<file path="config.mk">
export PLATFORM = sky130hd
export DESIGN_NAME = tlic_ctrl
export DESIGN_NICKNAME = d
export VERILOG_FILES = /design/src/design/tlic_pkg.sv /design/src/design/tlic_ctrl.sv /design/src/design/tlic_src_cell.sv
export SDC_FILE = /design/constraint.sdc
export NUM_CORES = 1
export LEC_CHECK = 0
export ABC_AREA = 0
export BUFFER_PORTS_ARGS = -buffer_cell sky130_fd_sc_hd__buf_2
export CAP_MARGIN = 20
export CORE_ASPECT_RATIO = 0.75
export CORE_MARGIN = 2
export CORE_UTILIZATION = 47
export CTS_BUF_LIST = sky130_fd_sc_hd__clkbuf_8
export DETAILED_ROUTE_END_ITERATION = 10
export MAX_ROUTING_LAYER = met4
export PLACE_DENSITY_LB_ADDON = 0.2
export SETUP_SLACK_MARGIN = 0.02
export SLEW_MARGIN = 20
export SYNTH_ARGS = -nofsm -noshare
export SYNTH_HDL_FRONTEND = slang
export SYNTH_HIERARCHICAL = 1
export SYNTH_SLANG_ARGS = --single-unit
</file>
<file path="constraint.sdc">
create_clock -name mclk -period 1.8 [get_ports mclk]
set_input_delay 0.09 -clock mclk [delete_from_list [all_inputs] [get_ports mclk]]
set_output_delay 0.09 -clock mclk [all_outputs]
set_load 0.05 [all_outputs]
</file>
<file path="src/design/tlic_pkg.sv">
/*
  Shared constants and carrier types for the two-level interrupt controller.
  Assumes a 32-bit AXI4-Lite register bus with an 8-bit byte address and a core
  that consumes a vector strobe with a 16-bit vector and return address.
*/
package tlic_pkg;

  localparam int AXI_AW = 8;
  localparam int AXI_DW = 32;
  localparam int PC_W = 16;

  typedef logic [AXI_AW-1:0] tlic_addr_t;
  typedef logic [AXI_DW-1:0] tlic_data_t;
  typedef logic [PC_W-1:0] tlic_pc_t;

  localparam tlic_addr_t OFF_IRQ_CTRL = 8'h00;
  localparam tlic_addr_t OFF_RST_CTRL = 8'h04;
  localparam tlic_addr_t OFF_FLAGS = 8'h08;
  localparam tlic_addr_t OFF_ENABLES = 8'h0C;
  localparam tlic_addr_t OFF_PRIO_SEL = 8'h10;
  localparam tlic_addr_t OFF_STATUS = 8'h14;

  localparam int CTRL_HIGH_BIT = 7;
  localparam int CTRL_LOW_BIT = 6;
  localparam int RST_PRIO_BIT = 7;
  localparam int STAT_IN_HIGH_BIT = 0;
  localparam int STAT_IN_LOW_BIT = 1;
  localparam int STAT_BUSY_BIT = 2;

  localparam logic CTRL_HIGH_RESET = 1'b0;
  localparam logic CTRL_LOW_RESET = 1'b0;
  localparam logic PRIO_MODE_RESET = 1'b0;

  localparam tlic_pc_t VEC_HIGH = 16'h0008;
  localparam tlic_pc_t VEC_LOW = 16'h0018;

  localparam int MCLK_PER_INSTR = 4;

  localparam logic [1:0] RESP_OKAY = 2'h0;
  localparam logic [1:0] RESP_SLVERR = 2'h2;

  typedef struct packed {
    logic awvalid;
    tlic_addr_t awaddr;
    logic wvalid;
    tlic_data_t wdata;
    logic [3:0] wstrb;
    logic bready;
    logic arvalid;
    tlic_addr_t araddr;
    logic rready;
  } tlic_axi_req_s;

  typedef struct packed {
    logic awready;
    logic wready;
    logic bvalid;
    logic [1:0] bresp;
    logic arready;
    logic rvalid;
    tlic_data_t rdata;
    logic [1:0] rresp;
  } tlic_axi_rsp_s;

  typedef struct packed {
    logic vecLoad;
    tlic_pc_t vecAddr;
    tlic_pc_t pushAddr;
  } tlic_core_s;

endpackage

</file>
<file path="src/design/tlic_ctrl.sv">
/*
  Two-level interrupt controller with AXI4-Lite registers and a core vector port.
  Assumes event pins are asynchronous, while the core's return strobe and return
  address are on mclk.  The core pushes pushAddr on its stack and jumps to vecAddr.
*/
`timescale 1ns/1ps
`default_nettype none

module tlic_ctrl
  import tlic_pkg::*;
#(
  parameter int NSRC = 8,
  parameter logic [NSRC-1:0] PERIPH_MASK = {{(NSRC/2){1'b1}}, {(NSRC-NSRC/2){1'b0}}}
)
(
  input wire logic mclk,
  input wire logic arst_n,
  input wire tlic_axi_req_s axiReq,
  output tlic_axi_rsp_s axiRsp,
  input wire logic [NSRC-1:0] srcEvent,
  input wire logic returnFromIsr,
  input wire tlic_pc_t retAddr,
  output tlic_core_s coreOut
);

  localparam int DIV_W = $clog2(MCLK_PER_INSTR);
  localparam logic [DIV_W-1:0] DIV_LAST = DIV_W'(MCLK_PER_INSTR - 1);

  typedef enum logic [1:0] {ST_IDLE, ST_ARM, ST_FIRE} tlic_vec_e;

  typedef struct packed {
    tlic_axi_rsp_s rsp;
    tlic_addr_t awAddr;
    tlic_data_t wData;
    logic [3:0] wStrb;
    logic highEn;
    logic lowEn;
    logic prioMode;
    logic [NSRC-1:0] enable;
    logic [NSRC-1:0] prio;
    logic inHigh;
    logic inLow;
    tlic_vec_e phase;
    logic pendHigh;
    logic [DIV_W-1:0] divCnt;
    tlic_core_s core;
  } tlic_ctrl_s;

  tlic_ctrl_s st;
  tlic_ctrl_s next_st;
  logic [NSRC-1:0] flags;
  logic [NSRC-1:0] flagClr;
  logic tick;
  logic eligHigh;
  logic eligLow;
  logic [NSRC-1:0] armed;

  function automatic tlic_data_t strbMask(input logic [3:0] s);
    tlic_data_t m;
    m = '0;
    for (int i = 0; i < 4; i++)
    begin
      m[i*8 +: 8] = {8{s[i]}};
    end
    return m;
  endfunction

  function automatic logic isMapped(input tlic_addr_t a);
    return (a == OFF_IRQ_CTRL) || (a == OFF_RST_CTRL) || (a == OFF_FLAGS) ||
           (a == OFF_ENABLES) || (a == OFF_PRIO_SEL) || (a == OFF_STATUS);
  endfunction

  // Flag, enable and priority select per source; the flags live in the cells.
  for (genvar g = 0; g < NSRC; g++)
  begin : gSrc
    tlic_src_cell uCell (
      .mclk(mclk),
      .arst_n(arst_n),
      .evtPin(srcEvent[g]),
      .flagClr(flagClr[g]),
      .flag(flags[g])
    );
  end

  assign tick = (st.divCnt == DIV_LAST);
  assign armed = flags & st.enable;

  // Eligibility per level; the priority selects count only in priority mode.
  always_comb
  begin
    if (st.prioMode)
    begin
      eligHigh = st.highEn && |(armed & st.prio);
      eligLow = st.highEn && st.lowEn && !st.inHigh && |(armed & ~st.prio);
    end
    else
    begin
      eligHigh = st.highEn && (|(armed & ~PERIPH_MASK) ||
                 (st.lowEn && |(armed & PERIPH_MASK)));
      eligLow = 1'b0;
    end
  end

  // Flags clear when software writes ones to them; a new event still wins.
  always_comb
  begin
    tlic_data_t fm;
    fm = strbMask(st.wStrb);
    flagClr = '0;
    if (!st.rsp.awready && !st.rsp.wready && !st.rsp.bvalid && st.awAddr == OFF_FLAGS)
    begin
      flagClr = st.wData[NSRC-1:0] & fm[NSRC-1:0];
    end
  end

  always_comb
  begin
    tlic_data_t m;
    tlic_data_t rd;
    m = strbMask(st.wStrb);
    rd = '0;
    next_st = st;
    next_st.core.vecLoad = 1'b0;
    next_st.divCnt = tick ? '0 : DIV_W'(st.divCnt + 1'b1);

    if (axiReq.awvalid && st.rsp.awready)
    begin
      next_st.awAddr = axiReq.awaddr;
      next_st.rsp.awready = 1'b0;
    end
    if (axiReq.wvalid && st.rsp.wready)
    begin
      next_st.wData = axiReq.wdata;
      next_st.wStrb = axiReq.wstrb;
      next_st.rsp.wready = 1'b0;
    end
    if (!st.rsp.awready && !st.rsp.wready && !st.rsp.bvalid)
    begin
      next_st.rsp.bvalid = 1'b1;
      next_st.rsp.bresp = isMapped(st.awAddr) ? RESP_OKAY : RESP_SLVERR;
      unique case (st.awAddr)
        OFF_IRQ_CTRL:
        begin
          if (st.wStrb[0])
          begin
            next_st.highEn = st.wData[CTRL_HIGH_BIT];
            next_st.lowEn = st.wData[CTRL_LOW_BIT];
          end
        end
        OFF_RST_CTRL:
        begin
          if (st.wStrb[0])
          begin
            next_st.prioMode = st.wData[RST_PRIO_BIT];
          end
        end
        OFF_ENABLES:
        begin
          next_st.enable = (st.enable & ~m[NSRC-1:0]) | (st.wData[NSRC-1:0] & m[NSRC-1:0]);
        end
        OFF_PRIO_SEL:
        begin
          next_st.prio = (st.prio & ~m[NSRC-1:0]) | (st.wData[NSRC-1:0] & m[NSRC-1:0]);
        end
        default:
        begin
        end
      endcase
    end
    if (st.rsp.bvalid && axiReq.bready)
    begin
      next_st.rsp.bvalid = 1'b0;
      next_st.rsp.awready = 1'b1;
      next_st.rsp.wready = 1'b1;
    end

    if (axiReq.arvalid && st.rsp.arready)
    begin
      unique case (axiReq.araddr)
        OFF_IRQ_CTRL:
        begin
          rd[CTRL_HIGH_BIT] = st.highEn;
          rd[CTRL_LOW_BIT] = st.lowEn;
        end
        OFF_RST_CTRL: rd[RST_PRIO_BIT] = st.prioMode;
        OFF_FLAGS: rd[NSRC-1:0] = flags;
        OFF_ENABLES: rd[NSRC-1:0] = st.enable;
        OFF_PRIO_SEL: rd[NSRC-1:0] = st.prio;
        OFF_STATUS:
        begin
          rd[STAT_IN_HIGH_BIT] = st.inHigh;
          rd[STAT_IN_LOW_BIT] = st.inLow;
          rd[STAT_BUSY_BIT] = (st.phase != ST_IDLE);
        end
        default: rd = '0;
      endcase
      next_st.rsp.arready = 1'b0;
      next_st.rsp.rvalid = 1'b1;
      next_st.rsp.rdata = rd;
      next_st.rsp.rresp = isMapped(axiReq.araddr) ? RESP_OKAY : RESP_SLVERR;
    end
    if (st.rsp.rvalid && axiReq.rready)
    begin
      next_st.rsp.rvalid = 1'b0;
      next_st.rsp.arready = 1'b1;
    end

    // Leaving a routine restores the enable of the level that was running.
    if (returnFromIsr)
    begin
      if (st.inHigh)
      begin
        next_st.inHigh = 1'b0;
        next_st.highEn = 1'b1;
      end
      else if (st.inLow)
      begin
        next_st.inLow = 1'b0;
        next_st.lowEn = 1'b1;
      end
    end

    // Requests are sampled on instruction-cycle boundaries and vector two
    // boundaries later, so the latency never depends on the running instruction.
    if (tick)
    begin
      unique case (st.phase)
        ST_IDLE:
        begin
          if (eligHigh && !st.inHigh)
          begin
            next_st.pendHigh = 1'b1;
            next_st.highEn = 1'b0;
            next_st.phase = ST_ARM;
          end
          else if (eligLow && !st.inLow)
          begin
            next_st.pendHigh = 1'b0;
            next_st.lowEn = 1'b0;
            next_st.phase = ST_ARM;
          end
        end
        ST_ARM: next_st.phase = ST_FIRE;
        ST_FIRE:
        begin
          next_st.core.vecLoad = 1'b1;
          next_st.core.vecAddr = st.pendHigh ? VEC_HIGH : VEC_LOW;
          next_st.core.pushAddr = retAddr;
          // A return in the same cycle has already updated next_st and must not be undone.
          next_st.inHigh = next_st.inHigh | st.pendHigh;
          next_st.inLow = next_st.inLow | !st.pendHigh;
          next_st.phase = ST_IDLE;
        end
      endcase
    end
  end

  always_ff @(posedge mclk or negedge arst_n)
  begin
    if (!arst_n)
    begin
      st <= '0;
      st.rsp.awready <= 1'b1;
      st.rsp.wready <= 1'b1;
      st.rsp.arready <= 1'b1;
      st.highEn <= CTRL_HIGH_RESET;
      st.lowEn <= CTRL_LOW_RESET;
      st.prioMode <= PRIO_MODE_RESET;
      st.phase <= ST_IDLE;
    end
    else
    begin
      st <= next_st;
    end
  end

  assign axiRsp = st.rsp;
  assign coreOut = st.core;
endmodule

`default_nettype wire

</file>
<file path="src/design/tlic_src_cell.sv">
/*
  One interrupt source: synchronises the event pin and keeps its sticky flag.
  Assumes the event pin is asynchronous to mclk and the clear mask comes from
  logic on mclk.
*/
`timescale 1ns/1ps
`default_nettype none

module tlic_src_cell
  import tlic_pkg::*;
(
  input wire logic mclk,
  input wire logic arst_n,
  input wire logic evtPin,
  input wire logic flagClr,
  output logic flag
);

  typedef struct packed {
    logic sync1;
    logic sync2;
    logic flag;
  } tlic_cell_s;

  tlic_cell_s st;
  tlic_cell_s next_st;

  always_comb
  begin
    next_st = st;
    next_st.sync1 = evtPin;
    next_st.sync2 = st.sync1;
    // The event sets the flag whatever the enables say, and beats a clear.
    next_st.flag = (st.flag & ~flagClr) | st.sync2;
  end

  always_ff @(posedge mclk or negedge arst_n)
  begin
    if (!arst_n)
    begin
      st <= '0;
    end
    else
    begin
      st <= next_st;
    end
  end

  assign flag = st.flag;
endmodule

`default_nettype wire

</file>
==> flow_summary_export.csv <==
group,metric,value,unit
outcome,status,"finished with violations",
outcome,failed_checks,"setup timing",
clocking,clkLatencyLatePin,0.37,ns
layout,final_core_util,0.625,
worst_setup_path,crit_fanout,2,
die,core.rowCount,31,
worst_setup_path,crit_required,2.06,ns
grt,grt_pass1_vias,3134,
worst_setup_path,endpoint_kind,"register",
place,io_buffers,90,
timing,finClkSkew,0.0143,ns
layout,final_nets,639,
synth,synth-edff-count,0,
worst_setup_path,worst_setup_path_start_kind,"register",
layout,insertedDiodeCount,0,
detailed_routing,wl_per_cell,14.2,um
synth,syn-cell-area,4740,um2
clocking,clock_sinks,101,
place,placed_cells,615,
timing,finalHoldViolCount,0,
synth,synth_area_per_cell,11.9,um2
synth,synthDistinctLibCells,42,
clocking,cts_tree,"done",
timing,drv_slew,0,
layout,layoutNonFillerInstCount,688,
power_and_ir_drop,p_clk_frac,0.186,
timing,finalCritPeriodShare,1.04,
detailed_routing,route.detailed.drc,0,
clocking,cts.reportedPaths.clkPinSlew,0.09,ns
power_and_ir_drop,p_sw_frac,0.398,
synth,netlist_top_cells_area,"dfrtp_1 (52%), mux2_2 (12%), buf_4 (12%)",
timing,rsz0062_at_grt,"true",
detailed_routing,totalWireLength,9780,um
detailed_routing,num_vias,3249,
synth,synth_top_area_cell,"dfrtp_1",
worst_setup_path,slowest_delay,0.50,ns
power_and_ir_drop,cellLeakagePower,2.95,nW
timing,fin_ws,-0.0661,ns
synth,yosysMostFrequentCell,"dfrtp_1",
detailed_routing,drtIter0Drc,187,
clocking,clockRootBuffer,"clkbuf_8",
grt,overflow,0,
flow_run,maxCapViolCount,0,
clocking,numCtsBuffers,9,
worst_setup_path,crit_type,"register to register",
place,place.gp.congestion,0.871,
power_and_ir_drop,pwr-share-seq,0.437,
worst_setup_path,r2r_slack,-0.07,ns
layout,design_area,6080,um2
timing,holdWs,0.166,ns
power_and_ir_drop,finalPower,7.64,mW
grt,grt_max_degree,53,
power_and_ir_drop,pwr_density_cell,1260,nW/um2
power_and_ir_drop,vdd_drop_max,653,uV
synth,ys.flop_type,"dfrtp_1",
power_and_ir_drop,intPower,4.60,mW
detailed_routing,via_per_inst,4.72,
hold_path,hp-class,"input pin to register",
worst_setup_path,crit_slowest_cell,"or4_4",
worst_setup_path,crit_chain,"nand2_1 > o22ai_2 > or4_4 > a21o_1 > o21ai_2 > mux2_4",
worst_setup_path,arrival,2.13,ns
synth,synth_top_area_frac,0.517,
synth,synthCells,397,
synth,ys.warnings.count,6,
die,ios,158,
detailed_routing,antenna_left,0,
timing,setup_viol,2,
clocking,clockBufferDepth,2,
clocking,ctsHtreeMaxLevel,3,
synth,async_flop_share,1.00,
grt,grt_pass1_wl,15800,um
power_and_ir_drop,power_frac_comb,0.378,
power_and_ir_drop,switching_power,3.04,mW
die,die_w,120,um
grt,antenna_found_initial,0,
place,dpl.hpwl,6650,um
synth,ys_ff_latch,101,
die,die_area,10900,um2
layout,area_growth_syn_to_layout,28.3,%
detailed_routing,drt-pass1-iter-count,4,
die,die_y,91.0,um
synth,synth_common_cells,"dfrtp_1 (98), buf_4 (74), mux2_2 (50), nand2_1 (29), inv_1 (17)",
timing,min_period,1.87,ns
timing,max_freq,536,MHz
die,coreArea,9740,um2
die,start_util,0.487,
grt,track_usage,0.192,
place,place_area,5220,um2
synth,seq_area_frac_synth,0.534,
layout,drive_gt1_frac,0.415,
[layout by cell type (no fill, tap or decap), drive strengths merged, types with 9 or more instances in the layout]
| cell type | instances |
|---|---|
| o21ai | 10 |
| mux2 | 51 |
| dfrtp | 98 |
| dlygate4sd3 | 50 |
| clkbuf | 10 |
| nor2 | 9 |
| conb | 40 |
| inv | 21 |
| a21o | 10 |
| mux2i | 13 |
| nand3 | 11 |
| buf | 133 |
| nand2 | 29 |
[critical path, delay by kind of cell (launching register included)]
family,cells,cell delay (ns)
mux,1,0.31
flops,1,0.38
compound gates,3,0.43
simple gates,2,0.64
[per-stage QoR]
stage | setup TNS, ns | worst slack [ns]
2_1_floorplan | -0.0178 | -0.0178
3_5_place_dp | -0.321 | -0.0804
5_1_grt | -0.779 | -0.139
3_3_place_gp | -0.0433 | -0.0433
6_report | -0.0827 | -0.0661
4_1_cts | -0.0514 | -0.0494
[timing repair]
item	in CTS	in global routing
hold endpoints to repair	77	0
hold buffers	50	0
buffers inserted	5	2
cloned	0	0
setup endpoints to repair	19	28
pin swaps	20	8
resized for setup	10	25
[kinds of logic (layout without fill, tap and decap cells)]
family                     count (synthesis)  count (layout)  synth area share
adders and majority gates                  4               4            0.0106
other                                      1              40          0.000791
DFF                                      101             101             0.534
muxes                                     64              64             0.149
AOI/OAI and AO/OA                         49              49            0.0760
buffers and inverters                     96             216             0.135
and+or+nand+nor                           82              82            0.0950
[final timing paths]
path | end | from | cells past startpoint
min reg2reg | gSrc[6].uCell/st[1] | gSrc[6].uCell/next_st[1] | 0
min in group asynchronous | axiRsp[37] | arst_n | 2
max in group asynchronous | coreOut[20] | arst_n | 3
max reg2reg | st[37] | register | 6
min | axiRsp[1] | axiReq[4] | 3
max | st[37] | register | 6
[power by group through the flow]
stage          Sequential (mW)  Combinational (mW)  Clock [mW]
2_1_floorplan             3.22                2.48           0
3_3_place_gp              3.31                2.66           0
3_5_place_dp              3.34                2.71           0
4_1_cts                   3.31                2.85        1.47
5_1_grt                   3.43                3.06        1.58
6_report                  3.34                2.89        1.42
[area by class of cell]
type                            instances  area (um2)
Tap cell                              132         165
Fill cell                             780        3650
Sequential cell                       101        2530
Multi-Input combinational cell        239        1820
Inverter                               17        63.8
Clock inverter                          6        55.1
Clock buffer                           10         138
Timing Repair Buffer                  183        1310
[layer usage]
layer	global-route usage	vias up	share of wire	wire length (um)
met5	-	-	0	0
met4	0.0559	0	0.012	118
met3	0.0496	9	0.061	593
met2	0.283	106	0.46	4480
met1	0.264	1563	0.47	4590
li1	-	1571	-	-
(Power assumes the default switching activity.)
